[config.mk]
export PLATFORM = sky130hd
export DESIGN_NAME = fifo_irq_ctrl
export DESIGN_NICKNAME = d
export VERILOG_FILES = /design/src/fifo_irq_pkg.sv /design/src/limit_check.sv /design/src/fifo_irq_ctrl.sv
export SDC_FILE = /design/constraint.sdc
export NUM_CORES = 1
export LEC_CHECK = 0
export BUFFER_PORTS_ARGS = -buffer_cell sky130_fd_sc_hd__buf_2
export CORE_UTILIZATION = 41
export DETAILED_ROUTE_END_ITERATION = 10
export HOLD_SLACK_MARGIN = 0.05
export PLACE_DENSITY_LB_ADDON = 0.1
export SYNTH_ARGS = -nofsm -noshare
export SYNTH_HDL_FRONTEND = slang
export SYNTH_SLANG_ARGS = --single-unit
[constraint.sdc]
create_clock -name clk_sys -period 2.2 [get_ports clk_sys]
set_clock_uncertainty 0.15 [all_clocks]
set_input_delay 0.44 -clock clk_sys [delete_from_list [all_inputs] [get_ports clk_sys]]
set_output_delay 0.44 -clock clk_sys [all_outputs]
set_load 0.005 [all_outputs]
[src/fifo_irq_pkg.sv]
// package: constants, register map and carrier types of the buffer interrupt block
package fifo_irq_pkg;
  localparam int DEPTH = 256;
  localparam int CNT_W = 9;
  localparam int WM_W = 8;
  localparam int LIM_W = 12;
  localparam int HYST = 2;
  // register byte addresses
  localparam logic [7:0] ADDR_CTRL = 8'h00;
  localparam logic [7:0] ADDR_LIMIT = 8'h04;
  localparam logic [7:0] ADDR_IO = 8'h08;
  localparam logic [7:0] ADDR_STATUS = 8'h0C;
  // control register field positions
  localparam int CTRL_WM_LSB = 0;
  localparam int CTRL_WM_IE = 8;
  localparam int CTRL_EMPTY_IE = 9;
  localparam int CTRL_OVR_IE = 10;
  localparam int CTRL_LOW_IE = 11;
  localparam int CTRL_HIGH_IE = 12;
  localparam int CTRL_RERR_IE = 13;
  localparam int CTRL_WERR_IE = 14;
  localparam int CTRL_FIFO_EN = 15;
  localparam logic [31:0] CTRL_RESET = 32'h0000_0100;
  // limit register: lower value in [11:0], upper in [27:16]
  localparam int LIM_LOW_LSB = 0;
  localparam int LIM_HIGH_LSB = 16;
  localparam logic [31:0] LIMIT_RESET = 32'h0000_0000;
  // io control fields
  localparam int IO_PINSEL_LSB = 0;
  localparam int IO_OUT0_CTL = 2;
  localparam int IO_PINCLR_EN = 3;
  localparam logic [31:0] IO_RESET = 32'h0000_0000;
  // pin selection codes
  localparam logic [1:0] PIN_NONE = 2'h0;
  localparam logic [1:0] PIN_CLK = 2'h1;
  localparam logic [1:0] PIN_OUT0 = 2'h2;
  localparam logic [1:0] PIN_NONE2 = 2'h3;

  // buffer events from the storage logic
  typedef struct packed {
    logic wr;
    logic rd_last;
    logic rd_empty;
    logic lost;
    logic wr_err;
    logic rd_err;
    logic rd_ok;
    logic drained;
  } fifo_evt_t;

  // status flags: error and overrun sticky; watermark follows the fill count, limit flags release with hysteresis, empty follows reads and writes
  typedef struct packed {
    logic wr_err;
    logic rd_err;
    logic upper;
    logic lower;
    logic overrun;
    logic watermark;
    logic empty;
  } fifo_flags_t;
endpackage

[src/limit_check.sv]
// upper and lower limit flags with hysteresis on a 12-bit result
`timescale 1ns/100ps
module limit_check #(
  parameter int W = fifo_irq_pkg::LIM_W
) (
  input wire logic clk_sys,
  input wire logic sys_rst,
  input wire logic clear,
  input wire logic sample_vld,
  input wire logic [W-1:0] sample,
  input wire logic [W-1:0] upper_limit_value,
  input wire logic [W-1:0] lower_limit_value,
  output logic upper_limit_flag,
  output logic lower_limit_flag
);
  import fifo_irq_pkg::*;

  logic upper_ff;
  logic lower_ff;
  logic [W+1:0] s_ext;
  logic [W+1:0] hi_ext;
  logic [W+1:0] lo_ext;

  // widen to avoid wrap in the hysteresis sums
  assign s_ext = {2'b00, sample};
  assign hi_ext = {2'b00, upper_limit_value};
  assign lo_ext = {2'b00, lower_limit_value};

  ////////////////////////////////////////////////////////////////////////
  // flags: sticky while crossing persists, released two codes inside
  always_ff @(posedge clk_sys) begin
    if (sys_rst || clear) begin
      upper_ff <= 1'b0;
      lower_ff <= 1'b0;
    end else if (sample_vld) begin
      if (s_ext > hi_ext)
        upper_ff <= 1'b1;
      else if (s_ext + (W+2)'(HYST) <= hi_ext)
        upper_ff <= 1'b0;
      if (s_ext < lo_ext)
        lower_ff <= 1'b1;
      else if (s_ext >= lo_ext + (W+2)'(HYST))
        lower_ff <= 1'b0;
    end
  end

  assign upper_limit_flag = upper_ff;
  assign lower_limit_flag = lower_ff;
endmodule

[src/fifo_irq_ctrl.sv]
// buffer interrupt generation, pin routing and buffer clear control
`timescale 1ns/100ps
module fifo_irq_ctrl #(
  parameter int DEPTH = fifo_irq_pkg::DEPTH
) (
  input wire logic clk_sys,
  input wire logic sys_rst,
  // apb slave
  input wire logic psel,
  input wire logic penable,
  input wire logic pwrite,
  input wire logic [7:0] paddr,
  input wire logic [31:0] pwdata,
  output logic [31:0] prdata,
  output logic pready,
  output logic pslverr,
  // buffer storage side
  input wire logic [fifo_irq_pkg::CNT_W-1:0] fill_count,
  input wire fifo_irq_pkg::fifo_evt_t evt,
  input wire logic [23:0] result,
  input wire logic standby,
  input wire logic clk_src_ext,
  input wire logic sync_n,
  output logic buf_clear,
  output logic seq_restart,
  output fifo_irq_pkg::fifo_flags_t flags,
  // pins
  output logic clk_pin_out,
  output logic clk_pin_oe,
  output logic clk_ext_use,
  output logic general_output_zero,
  output logic general_output_pins_on,
  output logic irq
);
  import fifo_irq_pkg::*;

  logic [31:0] ctrl_ff;
  logic [31:0] limit_ff;
  logic [31:0] io_ff;
  logic [31:0] prdata_ff;
  logic pready_ff;
  logic pslverr_ff;
  logic sync_m_ff;
  logic sync_s_ff;
  logic sync_d_ff;
  logic clear_ff;
  logic restart_ff;
  logic empty_ff;
  logic ovr_ff;
  logic werr_ff;
  logic rerr_ff;
  logic irq_ff;
  logic clk_out_ff;
  logic clk_oe_ff;
  logic clk_use_ff;
  logic out0_ff;
  logic gpo_on_ff;
  logic nxt_irq;
  logic wr_ctrl;
  logic sync_clr;
  logic clear_now;
  logic wm_hit;
  logic wm_ff;
  logic upper_flag;
  logic lower_flag;
  logic [1:0] pin_sel;
  logic [CNT_W-1:0] level;

  // turn the watermark field into a trigger level
  function automatic logic [CNT_W-1:0] wm_level(input logic [WM_W-1:0] f);
    if (f == '0)
      wm_level = CNT_W'(DEPTH);
    else
      wm_level = {1'b0, f};
  endfunction

  ////////////////////////////////////////////////////////////////////////
  // apb slave: one wait-free access phase, unmapped gives an error
  assign wr_ctrl = psel && penable && pwrite && paddr == ADDR_CTRL;

  always_ff @(posedge clk_sys) begin
    if (sys_rst) begin
      ctrl_ff <= CTRL_RESET;
      limit_ff <= LIMIT_RESET;
      io_ff <= IO_RESET;
    end else if (psel && penable && pwrite) begin
      unique case (paddr)
        ADDR_CTRL: ctrl_ff <= pwdata & 32'h0000_FFFF;
        ADDR_LIMIT: limit_ff <= pwdata & 32'h0FFF_0FFF;
        ADDR_IO: io_ff <= pwdata & 32'h0000_000F;
        default: ;
      endcase
    end
  end

  // read data, ready and error answer
  // read data is latched in setup so it stands through the access phase
  always_ff @(posedge clk_sys) begin
    if (sys_rst) begin
      prdata_ff <= 32'h0000_0000;
      pready_ff <= 1'b0;
      pslverr_ff <= 1'b0;
    end else begin
      pready_ff <= psel && !penable;
      pslverr_ff <= 1'b0;
      prdata_ff <= 32'h0000_0000;
      if (psel && !penable) begin
        unique case (paddr)
          ADDR_CTRL: prdata_ff <= ctrl_ff;
          ADDR_LIMIT: prdata_ff <= limit_ff;
          ADDR_IO: prdata_ff <= io_ff;
          ADDR_STATUS: prdata_ff <= {25'h0, flags};
          default: pslverr_ff <= 1'b1;
        endcase
      end
    end
  end

  assign prdata = prdata_ff;
  assign pready = pready_ff;
  assign pslverr = pslverr_ff;

  ////////////////////////////////////////////////////////////////////////
  // sync pin: two-stage synchroniser then falling-edge detect
  always_ff @(posedge clk_sys) begin
    if (sys_rst) begin
      sync_m_ff <= 1'b1;
      sync_s_ff <= 1'b1;
      sync_d_ff <= 1'b1;
    end else begin
      sync_m_ff <= sync_n;
      sync_s_ff <= sync_m_ff;
      sync_d_ff <= sync_s_ff;
    end
  end

  // an edge, not a level: a pin held low clears the buffer only once
  assign sync_clr = io_ff[IO_PINCLR_EN] && sync_d_ff && !sync_s_ff;
  assign clear_now = (wr_ctrl && ctrl_ff[CTRL_FIFO_EN]) || sync_clr;

  // clear and sequencer restart pulses
  // only the pin path restarts the sequencer; register writes leave it
  always_ff @(posedge clk_sys) begin
    if (sys_rst) begin
      clear_ff <= 1'b0;
      restart_ff <= 1'b0;
    end else begin
      clear_ff <= clear_now;
      restart_ff <= sync_clr;
    end
  end

  assign buf_clear = clear_ff;
  assign seq_restart = restart_ff;

  ////////////////////////////////////////////////////////////////////////
  // status flags; set wins over clear in the same cycle, except the limit flags, where clear or drain wins over a sample
  always_ff @(posedge clk_sys) begin
    if (sys_rst) begin
      empty_ff <= 1'b1;
    end else if (evt.rd_last || evt.rd_empty) begin
      empty_ff <= 1'b1;
    end else if (evt.wr || clear_ff) begin
      empty_ff <= clear_ff;
    end
  end

  always_ff @(posedge clk_sys) begin
    if (sys_rst) begin
      ovr_ff <= 1'b0;
    end else if (evt.lost) begin
      ovr_ff <= 1'b1;
    end else if (evt.drained || clear_ff) begin
      ovr_ff <= 1'b0;
    end
  end

  always_ff @(posedge clk_sys) begin
    if (sys_rst) begin
      werr_ff <= 1'b0;
      rerr_ff <= 1'b0;
    end else begin
      if (evt.wr_err)
        werr_ff <= 1'b1;
      else if (evt.drained || clear_ff)
        werr_ff <= 1'b0;
      if (evt.rd_err)
        rerr_ff <= 1'b1;
      else if (evt.rd_ok || evt.drained || clear_ff)
        rerr_ff <= 1'b0;
    end
  end

  assign level = wm_level(ctrl_ff[CTRL_WM_LSB +: WM_W]);
  assign wm_hit = fill_count >= level;

  // registered watermark, so every status bit leaves the block from a flop;
  // it follows the count both ways, one cycle behind
  always_ff @(posedge clk_sys) begin
    if (sys_rst)
      wm_ff <= 1'b0;
    else
      wm_ff <= wm_hit;
  end

  // limit flags with two-code hysteresis, also released on drain or clear
  limit_check #(
    .W(LIM_W)
  ) u_limit (
    .clk_sys(clk_sys),
    .sys_rst(sys_rst),
    .clear(clear_ff || evt.drained),
    .sample_vld(evt.wr),
    .sample(result[23:12]),
    .upper_limit_value(limit_ff[LIM_HIGH_LSB +: LIM_W]),
    .lower_limit_value(limit_ff[LIM_LOW_LSB +: LIM_W]),
    .upper_limit_flag(upper_flag),
    .lower_limit_flag(lower_flag)
  );

  assign flags = '{wr_err: werr_ff, rd_err: rerr_ff, upper: upper_flag,
                   lower: lower_flag, overrun: ovr_ff, watermark: wm_ff,
                   empty: empty_ff};

  ////////////////////////////////////////////////////////////////////////
  // combined interrupt
  assign pin_sel = io_ff[IO_PINSEL_LSB +: 2];

  always_comb begin
    nxt_irq = (ctrl_ff[CTRL_WM_IE] && wm_ff)
      || (ctrl_ff[CTRL_HIGH_IE] && upper_flag)
      || (ctrl_ff[CTRL_LOW_IE] && lower_flag)
      || (ctrl_ff[CTRL_EMPTY_IE] && empty_ff)
      || (ctrl_ff[CTRL_WERR_IE] && werr_ff)
      || (ctrl_ff[CTRL_RERR_IE] && rerr_ff)
      || (ctrl_ff[CTRL_OVR_IE] && ovr_ff);
    if (pin_sel == PIN_NONE || pin_sel == PIN_NONE2)
      nxt_irq = 1'b0;
  end

  always_ff @(posedge clk_sys) begin
    if (sys_rst)
      irq_ff <= 1'b0;
    else
      irq_ff <= nxt_irq;
  end

  assign irq = irq_ff;

  ////////////////////////////////////////////////////////////////////////
  // pin routing: interrupt takes priority over other pin uses
  // pins take the next interrupt value so they move together with irq
  always_ff @(posedge clk_sys) begin
    if (sys_rst) begin
      clk_out_ff <= 1'b0;
      clk_oe_ff <= 1'b0;
      clk_use_ff <= 1'b0;
      out0_ff <= 1'b0;
      gpo_on_ff <= 1'b1;
    end else begin
      clk_oe_ff <= pin_sel == PIN_CLK;
      clk_out_ff <= pin_sel == PIN_CLK && nxt_irq;
      clk_use_ff <= clk_src_ext && pin_sel != PIN_CLK;
      if (pin_sel == PIN_OUT0)
        out0_ff <= nxt_irq;
      else
        out0_ff <= io_ff[IO_OUT0_CTL];
      gpo_on_ff <= !standby || pin_sel == PIN_OUT0;
    end
  end

  assign clk_pin_out = clk_out_ff;
  assign clk_pin_oe = clk_oe_ff;
  assign clk_ext_use = clk_use_ff;
  assign general_output_zero = out0_ff;
  assign general_output_pins_on = gpo_on_ff;
endmodule

-- After elaboration in Yosys (flattened, before gate mapping)
Cells that the tools add are included.
W data, S select, Z words.
- register bits after elaboration: 96
- output and inout port bits: 49
- $add $sub $neg: 2
- $lt $le $gt $ge: 5
- equality and inequality tests: 7
- multiplexer cells: 14
- bitwise gates (word level): 1
- reduce and logical (&&, ||, !) cells: 50
- operator list (operator ; count):
    $pmux W28 S4 ; 1
    $add A12 B2 Y13 const B ; 2
    $eq A8 B4 Y1 const B ; 2
    $logic_and A1 B1 Y1 ; 16
    $logic_not A8 Y1 ; 2
    $logic_or A1 B1 Y1 ; 15
    $ge A12 B14 Y1 ; 1
    $le A14 B12 Y1 ; 1
    $gt A12 B12 Y1 ; 1
    $lt A12 B12 Y1 ; 1
    $mux W1 ; 12
    $reduce_and A2 Y1 ; 5
    $reduce_bool A2 Y1 ; 5
    $ge A9 B9 Y1 ; 1
    $mux W9 ; 1
    $eq A8 B3 Y1 const B ; 1
    $eq A2 B2 Y1 const B ; 2
    $reduce_or A2 Y1 ; 2
    $reduce_or A4 Y1 ; 1
    $logic_not A1 Y1 ; 3
    $eq A2 B1 Y1 const B ; 1
    $logic_not A2 Y1 ; 1
    $ne A2 B1 Y1 const B ; 1
    $not A1 Y1 ; 1

-- Longest topological paths before layout
Gate-level depths: netlist of the first run.
- depth after elaboration: 9
- mapped depth: 11

-- By module
A second synthesis of the first run with hierarchy kept.
- cell total of the unflattened synthesis: 575
- area, all modules: 4997.3 um^2
- modules (own cells, without submodules) (module ; instances ; cells an instance ; area an instance (um^2) ; sequential area each (um^2)):
    fifo_irq_ctrl ; 1 ; 379 ; 3487.1 ; 1801.7
    limit_check ; 1 ; 196 ; 1510.2 ; 40.0

-- Least setup slack after synthesis of the first run
OpenSTA, ideal clock, no wires.
- path type: reg2reg
- from: reg limit_ff[3]
- to: reg u_limit.lower_ff (netlist: u_limit.lower_limit_flag)
- arrival: 2.137 ns
- required time: 1.971 ns
- setup slack: -0.166 ns
- stages on the path, launching flop included: 12
- buffers on the path: 0
- clock period less this slack: 2.366 ns
- cell sequence: dfxtp_1 > and3_1 > and2_1 > nand3_1 > nor4_1 > xnor2_1 > ha_1 > a21oi_1 > nand2_1 > a211oi_1 > nand3_1 > o211ai_1
- longest elaborated chain between the ends: 4
- elaborated cells on any way between the ends: 6
- classes of those cells: 1 x add/sub; 2 x order compare; 1 x mux; 2 x reduce/logical
- ends and longest elaborated chain (what ; RTL line ; text):
    from (decl) ; fifo_irq_ctrl.sv:38 ; logic [31:0] limit_ff;
    from (signal assigned) ; fifo_irq_ctrl.sv:89 ; ADDR_LIMIT: limit_ff <= pwdata & 32'h0FFF_0FFF;
    $add A12 B2 Y13 ; limit_check.sv:42 ; else if (s_ext >= lo_ext + (W+2)'(HYST))
    $ge A12 B14 Y1 ; limit_check.sv:42 ;
    $reduce_bool A2 Y1 (no source line) ; - ;
    $reduce_and A2 Y1 (no source line) ; - ;
    to (signal assigned) ; limit_check.sv:34 ; lower_ff <= 1'b0;
    to (signal assigned) ; limit_check.sv:41 ; lower_ff <= 1'b1;
    to (signal assigned) ; limit_check.sv:43 ; lower_ff <= 1'b0;
    to (decl) ; limit_check.sv:19 ; logic lower_ff;
Several ways; a longest one is shown, not always the timed one.
A chain may end at the register's enable or synchronous reset.

-- Worst setup path after layout of the first run
- from: reg limit_ff[2]
- to: reg u_limit.lower_ff (netlist: u_limit.lower_limit_flag)
Same word-level chain as after synthesis.

==> results of run 1 <==
## power groups by stage
stage                     sequential [mW]  combinational [mW]  clock, mW
final                                1.69               0.346       1.65
after global routing                 1.69               0.393       1.75
after CTS                            1.69               0.346       1.68
after detailed placement             1.73               0.340          0
after global placement               1.73               0.330          0
after floorplan                      1.72               0.175          0
## cells by family (layout without fill, tap and decap cells)
kind of cell / count (synthesis) / count (layout)
buffers and inverters: 77 / 235
AOI/OAI and AO/OA: 122 / 122
DFF: 92 / 92
xor gates and xnor gates: 18 / 18
adders and majority gates: 59 / 59
other: 1 / 4
muxes: 2 / 2
and+or+nand+nor: 220 / 220
## stage by stage
step                      total power, mW  worst slack (ps)
after global placement               2.06              -263
after global routing                 3.83              -274
after detailed placement             2.07              -296
after floorplan                      1.90             -34.4
final                                3.68              -152
after CTS                            3.72              -145
## area by class of cell
type	instances	area [sq um]
Timing Repair Buffer	177	1110
Sequential cell	92	1850
Fill cell	1111	5140
Clock inverter	7	92.6
Tap cell	143	179
Clock buffer	9	225
Multi-Input combinational cell	425	2810
Inverter	42	158
## flip-flops by register name, summed over array words and instances (netlist names), 4 cells and up
| register | flops |
|---|---|
| ctrl_ff | 16 |
| io_ff | 4 |
| limit_ff | 24 |
| prdata | 28 |
## worst paths after layout
kind         slack, ps        start                       end  depth (start not counted)
min reg2reg        290    sync_m_ff                 sync_s_ff                          1
max reg2reg       -150  limit_ff[2]  u_limit.lower_limit_flag                         10
max               -150  limit_ff[2]  u_limit.lower_limit_flag                         10
min                 90      standby    general_output_pins_on                          2
## layer usage
layer	vias to the layer above	wire [um]
met5	-	0
met4	0	295
met3	19	656
met2	128	6470
met1	2160	6670
li1	2347	-
## cells in the final DEF (no fill, tap or decap), types with 10 or more instances in the layout
cell type / instances
buf_2: 117
nand2_1: 109
dfxtp_1: 88
ha_1: 59
a21oi_1: 56
buf_4: 54
inv_1: 42
nor2_1: 23
nand3_1: 22
and3_1: 22
xnor2_1: 16
o21ai_0: 14
a22oi_1: 14
a21oi_2: 11
nand4_1: 10
clkbuf_16: 10
## what timing repair did
item / 4_1_cts / 5_1_grt
gates resized for setup: 5 / 11
setup buffers: 0 / 1
cloned: 0 / 1
hold buffers: 0 / 0
pin swaps: 5 / 4
endpoints found under the setup margin: 1 / 3
==> metrics.md, run 1 <==
| Metric | Value |
|---|---|
| WP data arrival | `2470 ps` |
| CP most frequent cell | `ha_1` |
| Net Sw Frac | `25.4%` |
| Leakage | `2.80 nW` |
| Worst path slowest cell | `dfxtp_1` |
| Total number of vias | `4654` |
| Endpoints failing setup | `1` |
| Internal power | `2.75 mW` |
| TritonCTS Buffers | `9` |
| Fmax achieved | `0.425 GHz` |
| Core ar. | `0.0116 sq mm` |
| Total GRT Usage | `23.1%` |
| Min cycle time layout | `2350 ps` |
| Largest net degree at the start of global routing | `31` |
| Failing checks | `design-rule violations, negative setup slack` |
| Comb power frac | `9.4%` |
| Critical Path RT | `2320 ps` |
| Clk sinks | `92` |
| Top cells by area, synth | `dfxtp_1 37%, ha_1 15%, nand2_1 8.3%` |
| Met1 GRT Util | `30.9%` |
| Power per cell area | `574 mW/mm^2` |
| Xor/xnor share of the synthesized area | `3.19%` |
| Worst skew pair latency | `350 ps` |
| Final nets | `895` |
| #FFs+latches synth | `92` |
| Die area | `0.0125 sq mm` |
| Most Used Layer, Global Route | `met2` |
| Final hold violation count | `0` |
| Root buffer cell | `clkbuf_16` |
| Outcome | `finished with violations` |
| Psw | `934 uW` |
| RePlAce Congestion | `0.819` |
| Antenna viol nets, final | `0` |
| Slew HR | `60.2%` |
| Post-synthesis compound-gate area fraction | `15.3%` |
| Initial drt markers | `250` |
| Area delta synth->final | `30.1%` |
| Max-cap violations | `0` |
| Mux contribution to synthesized area | `0.456%` |
| Crit path largest cell delay | `480 ps` |
| Port buffer count | `117` |
| H-tree depth | `3` |
| Critical path type | `register to register` |
| Die height | `112 um` |
| Routing usage on met2 | `37.5%` |
| Final WL | `14100 um` |
| CP max FO | `4` |
| Most frequent cell after synthesis | `nand2_1` |
| Mapped Avg Cell Area | `8.35 sq um` |
| Fin util | `55.5%` |
| Post-DP Area | `0.00602 sq mm` |
| VDD IR max | `399 uV` |
| RSZ-0062 raised after global routing | `yes` |
| Num rows | `39` |
| Die width | `112 um` |
| Global-route wire length before repair | `22500 um` |
| Ant. Diodes | `0` |
| Largest area contributor in the netlist | `dfxtp_1` |
| Sum Neg Setup Slack | `-152 ps` |
| Adder-Cell Fraction of Synth Area | `15.0%` |
| Clk network pwr share | `44.8%` |
| Share of cells above drive strength 1 | `30.2%` |
| Initial Util | `42.7%` |
| CP Capture Type | `register` |
| CP Launch Type | `register` |
| Finished layout cell area | `0.00642 sq mm` |
| DP HPWL | `10700 um` |
| Total grt overflow | `0` |
| Most used DFF post-synth | `dfxtp_1` |
| Period utilization | `107%` |
| Crit-path cells | `ha_1 > nand2_1 > buf_4 > xnor2_1 > ha_1 > a21oi_1 > nor2_1 > a211oi_2 > nand3_1 > o211ai_1` |
| EDFF count, synth | `0` |
| Wire per inst | `15.7 um` |
| CP top delay family | `adder cells` |
| Final cell count without fillers | `895` |
| Worst min path class | `input port to register` |
| CTS Buffer Depth | `2` |
| DRC viols | `7` |
| Cells after DPL | `877` |
| Fraction of registers with async set/reset | `0%` |
| Bufs and invs on worst path | `1` |
| Cells after Synth | `591` |
| Seq pwr share | `45.8%` |
| Synth top cells by count | `109 x nand2_1, 92 x dfxtp_1, 59 x a21oi_1, 59 x ha_1, 42 x inv_1` |
| PnR worst setup slack | `-152 ps` |
| Top Ports | `138` |
| GRT met3 Usage | `3.43%` |
| Vias in the first global route | `4531` |
| First-pass iteration count of the detailed router | `8` |
| Seq/Total Area, Yosys | `37.3%` |
| Slew Viols, Final | `0` |
| Fin Hold WS | `90.4 ps` |
| Cell variety after synth | `51` |
| Synth Area in Simple Gates | `21.2%` |
| Clock transition at path regs | `70 ps` |
| Initial antenna violation count | `0` |
| Synthesis Warnings | `0` |
| Synth Cell Area | `0.00493 sq mm` |
| Vias per cell | `5.20` |
| Worst-margin pin slew | `593 ps` |
| CTS tree | `yes` |
| Area fraction of the dominant cell type after synthesis | `37.3%` |
| Largest family of logic cells by synthesized area | `simple AND/OR/NAND/NOR gates` |
Power figures use the tool's default switching activity.
==> inputs of run 2 (changes only) <==
Settings changed: SYNTH_HIERARCHICAL set to 1.
==> metrics.md, run 2 <==
| Metric | Value |
|---|---|
| Top Ports | `138` |
| Synth Area in Simple Gates | `20.8%` |
| Worst skew pair latency | `340 ps` |
| Global-route wire length before repair | `22000 um` |
| Synth Cell Area | `0.00500 sq mm` |
| Failing checks | `negative setup slack` |
| Final WL | `13400 um` |
| Outcome | `finished with violations` |
| RePlAce Congestion | `0.849` |
| H-tree depth | `3` |
| Largest register FFs | `28` |
| Ant. Diodes | `0` |
| Vias per cell | `5.13` |
| VDD IR max | `305 uV` |
| Cells after DPL | `859` |
| Cells after Synth | `575` |
| Port buffer count | `117` |
| TritonCTS Buffers | `9` |
| Area fraction of the dominant cell type after synthesis | `36.9%` |
| Root buffer cell | `clkbuf_16` |
| Critical Path RT | `2340 ps` |
| Clock transition at path regs | `70 ps` |
| Min cycle time layout | `2530 ps` |
| Final cell count without fillers | `877` |
| Synth top cells by count | `94 x nand2_1, 92 x dfxtp_1, 59 x ha_1` |
| Most frequent cell after synthesis | `nand2_1` |
| Initial antenna violation count | `0` |
| Wire per inst | `15.3 um` |
| Critical path type | `register to register` |
| CP max FO | `3` |
| Vias in the first global route | `4447` |
| Largest net degree at the start of global routing | `41` |
| Mux contribution to synthesized area | `4.21%` |
| Top cells by area, synth | `dfxtp_1 37%, ha_1 15%, nand2_1 7.1%` |
| Initial drt markers | `281` |
| Initial Util | `42.8%` |
| Final hold violation count | `0` |
| Leakage | `2.82 nW` |
| RSZ-0062 raised after global routing | `yes` |
| Endpoints failing setup | `1` |
| Adder-Cell Fraction of Synth Area | `14.8%` |
| Xor/xnor share of the synthesized area | `3.15%` |
| DRC viols | `0` |
| Area delta synth->final | `27.1%` |
| Die area | `0.0126 sq mm` |
| Worst min path class | `input port to register` |
| First-pass iteration count of the detailed router | `4` |
| Largest area contributor in the netlist | `dfxtp_1` |
| #FFs+latches synth | `92` |
| Period utilization | `115%` |
| # hold bufs at CTS | `0` |
| Total chip power | `3.55 mW` |
| R2R Setup Slk | `-330 ps` |
| Total grt overflow | `0` |
| Most used DFF post-synth | `dfxtp_1` |
| Fin util | `54.5%` |
| Final nets | `877` |
| Seq/Total Area, Yosys | `36.9%` |
| WP data arrival | `2670 ps` |
| Max-cap violations | `0` |
| Clk sinks | `92` |
| CP Launch Type | `register` |
| Fmax achieved | `0.395 GHz` |
| Slew Viols, Final | `0` |
| Largest family of logic cells by synthesized area | `simple AND/OR/NAND/NOR gates` |
| Total GRT Usage | `22.3%` |
| Commonest cells after routing, fill and taps aside | `114 x buf_2, 92 x nand2_1, 87 x dfxtp_1, 59 x ha_1, 53 x a21oi_1` |
| Total number of vias | `4497` |
| Sum Neg Setup Slack | `-331 ps` |
| Synthesis Warnings | `6` |
| CTS Buffer Depth | `2` |
| Die width | `112 um` |
| CTS tree | `yes` |
| Power per cell area | `559 mW/mm^2` |
| Post-synthesis compound-gate area fraction | `13.0%` |
| Die height | `112 um` |
| Fraction of registers with async set/reset | `0%` |
| Mapped Avg Cell Area | `8.69 sq um` |
| Core ar. | `0.0117 sq mm` |
| PnR worst setup slack | `-331 ps` |
| Filler cell count | `1107` |
| Share of cells above drive strength 1 | `30.5%` |
| Cell variety after synth | `60` |
| EDFF count, synth | `0` |
| CP Capture Type | `register` |
| Num rows | `39` |
| Most common cell after layout, fill and taps aside | `buf_2` |
| DP HPWL | `10600 um` |
| Antenna viol nets, final | `0` |
==> run 2: area by class of cell <==
class / instances / area [sq um] / area share, %
clock buffers: 9 / 225 / 3.55
clock inverters: 7 / 56.3 / 0.887
inverters: 45 / 170 / 2.68
multi-input cells: 412 / 2870 / 45.1
flip-flops and latches: 92 / 1850 / 29.1
well taps: 143 / 179 / 2.82
repair buffers: 169 / 1010 / 15.9
==> run 2: path summary, 6_finish.rpt <==
check / from / endpoint / cells after the start
setup / recovery: limit_ff[2] / u_limit/lower_limit_flag / 10
hold / removal: standby / general_output_pins_on / 2
setup reg to reg: limit_ff[2] / u_limit/lower_limit_flag / 10
hold reg to reg: sync_m_ff / sync_s_ff / 1
==> run 2: logic make-up (layout without fill, tap and decap cells) <==
group                      after synthesis  after routing
adders and majority gates               59             59
buffers and inverters                   74            230
AOI/OAI and AO/OA                      104            104
xor gates and xnor gates                18             18
other                                    1              4
muxes                                   16             16
DFF                                     92             92
and+or+nand+nor                        211            211
==> run 2: through the flow <==
step	cell area [sq um]	hold slack [ps]	worst slack [ps]
5_1_grt	6350	98.5	-483
3_5_place_dp	6000	249	-307
6_report	6350	96.7	-331
2_1_floorplan	5030	237	-207
3_3_place_gp	6000	242	-286
4_1_cts	6290	86.4	-328
==> run 2: what timing repair did <==
action | in CTS | in global routing
resized for setup | 3 | 10
cloned | 0 | 0
buffers inserted | 0 | 2
endpoints found under the setup margin | 1 | 2
pin swaps | 6 | 14
==> run 2: worst max-delay path, stage by stage, from the launching register on <==
cell	delay (ps)
dfxtp_2	340
buf_4	110
ha_1	150
nand4_1	200
nor3_2	250
xnor2_1	90
ha_1	350
a2111oi_2	360
o21ai_1	110
o31ai_1	230
a31o_1	130
==> run 2: metal layers <==
metal	track usage (%)	share of wire (%)	up-vias
met2	35.3	45	148
met5	0	0	-
li1	-	-	2268
met4	7.20	1.3	0
met1	30.9	47	2066
met3	3.83	6.3	15
==> run 2: power by group <==
group / leakage (nW) / total (mW) / switching [mW] / internal, mW
clock network: 0.142 / 1.49 / 0.707 / 0.785
logic: 1.93 / 0.371 / 0.191 / 0.180
registers: 0.746 / 1.69 / 0.0131 / 1.68
==> inputs of run 3 (changes only) <==
Settings changed: CORE_UTILIZATION 41 to 48.
==> metrics.md, run 3 (synthesized netlist as in run 2, its figures left out) <==
| Metric | Value |
|---|---|
| Outcome | `finished with violations` |
| Failing checks | `negative setup slack` |
| Period utilization | `115%` |
| Power per cell area | `526 mW/mm^2` |
| CP Capture Type | `register` |
| Sum Neg Setup Slack | `-326 ps` |
| Critical Path RT | `2370 ps` |
| CP Launch Point | `limit_ff[1]` |
| Pre-CTS setup slack | `-369 ps` |
| CP Launch Type | `register` |
| Final hold violation count | `0` |
| Max-cap violations | `0` |
| Vias per cell | `5.22` |
| CTS tree | `yes` |
| Final nets | `872` |
| Hold Path Sink | `sync_m_ff` |
| Initial drt markers | `162` |
| Core ar. | `0.00991 sq mm` |
| R2r startpoint | `limit_ff[1]` |
| R2R Setup Slk | `-330 ps` |
| Vias in the first global route | `4306` |
| Post-DP Area | `0.00595 sq mm` |
| Die width | `104 um` |
| Endpoints failing setup | `1` |
| DRC viols | `0` |
| Slew HR | `63.6%` |
| R2R depth | `10` |
| Total number of vias | `4499` |
| CTS Buffer Depth | `2` |
| Critical path type | `register to register` |
| Internal power | `2.41 mW` |
| Worst-margin pin slew | `546 ps` |
| WHS Path Cells | `2` |
| Initial antenna violation count | `0` |
| Min cycle time layout | `2530 ps` |
| Worst flop-to-flop path endpoint | `u_limit/lower_limit_flag` |
| Fin util | `63.0%` |
| Clock transition at path regs | `90 ps` |
| H-tree depth | `3` |
| Antenna viol nets, final | `0` |
| Leakage | `2.75 nW` |
| Top Ports | `138` |
| PnR worst setup slack | `-326 ps` |
| VDD IR max | `494 uV` |
| Area delta synth->final | `25.0%` |
| Final WL | `12900 um` |
| Commonest cells after routing, fill and taps aside | `114 x buf_2, 92 x nand2_1, 87 x dfxtp_1, 59 x ha_1, 53 x a21oi_1` |
| Num rows | `36` |
| CP max FO | `4` |
| Share of cells above drive strength 1 | `29.9%` |
| Root buffer cell | `clkbuf_8` |
| Slew Viols, Final | `0` |
| Clk sinks | `92` |
| DP HPWL | `9950 um` |
| RePlAce Congestion | `0.897` |
| Net Sw Frac | `26.8%` |
| Global-route wire length before repair | `21200 um` |
| Comb power frac | `11.3%` |
| Die height | `104 um` |
| Largest register FFs | `28` |
| Fmax achieved | `0.396 GHz` |
| First-pass iteration count of the detailed router | `4` |
| HP Start | `sync_n` |
| Worst skew pair latency | `380 ps` |
| Initial Util | `50.4%` |
| WP data arrival | `2690 ps` |
| TritonCTS Buffers | `9` |
| Most common cell after layout, fill and taps aside | `buf_2` |
| Largest net degree at the start of global routing | `41` |
| Fin Hold WS | `97.3 ps` |
| Total GRT Usage | `24.7%` |
| Wire per inst | `15.0 um` |
| Port buffer count | `117` |
| Worst min path class | `input port to register` |
| Filler cell count | `873` |
| Total grt overflow | `0` |
| RSZ-0062 raised after global routing | `yes` |
| Die area | `0.0108 sq mm` |
| Seq pwr share | `51.4%` |
| Psw | `881 uW` |
| Finished layout cell area | `0.00625 sq mm` |
| Clk network pwr share | `37.3%` |
| Ant. Diodes | `0` |
[run 3: power by group through the flow]
stage / Combinational (mW) / Sequential (mW) / Clock [mW]
after global routing: 0.418 / 1.69 / 1.33
after floorplan: 0.189 / 1.72 / 0
final: 0.372 / 1.69 / 1.23
after global placement: 0.346 / 1.73 / 0
after detailed placement: 0.356 / 1.73 / 0
after CTS: 0.362 / 1.69 / 1.25
[run 3: cell type report]
class                      count  area (sq um)  area share [%]
clock buffer                   9           124            1.98
clock inverter                 7          90.1            1.44
inverter                      45           170            2.72
multi-input combinational    412          2880            46.0
sequential                    92          1850            29.6
tap                          133           166            2.66
timing repair buffer         164           972            15.6
[run 3: worst max-delay path: stages (launching register included)]
cell and delay [ps]:
dfxtp_2 370, and3_4 190, nor4b_4 220, and3_1 220, xnor2_1 120, ha_1 260
a21o_1 200, a2111oi_4 300, o21ai_1 110, o31ai_1 220, a31o_1 130
[run 3: worst max-delay path by stage]
stage | endpoint | slack, ps | cells after the start
floorplan | u_limit/lower_limit_flag | -210 | 10
global placement | u_limit/lower_limit_flag | -290 | 10
detailed placement | u_limit/lower_limit_flag | -370 | 10
CTS | u_limit/lower_limit_flag | -350 | 10
global route | u_limit/lower_limit_flag | -480 | 10
finish | u_limit/lower_limit_flag | -330 | 10
[run 3: per-layer routing]
| metal | up-vias | global-route usage (%) | part of all wire (%) |
|---|---|---|---|
| met4 | 0 | 7.24 | 1.2 |
| met2 | 134 | 39.5 | 46 |
| met1 | 2086 | 33.6 | 47 |
| met5 | - | 0 | 0 |
| met3 | 13 | 4.76 | 5.8 |
| li1 | 2266 | - | - |
[run 3: metrics by stage]
| stage | instances | power, mW |
|---|---|---|
| after floorplan | 578 | 1.91 |
| after global placement | 844 | 2.07 |
| after detailed placement | 844 | 2.08 |
| after CTS | 861 | 3.30 |
| after global routing | 862 | 3.43 |
| final | 862 | 3.29 |
[run 3: timing repair]
action	CTS	global route
buffers inserted	0	1
setup endpoints to repair	1	2
resized for setup	2	11
hold buffers	1	0
endpoints found under the hold margin	1	0
pin swaps	3	14
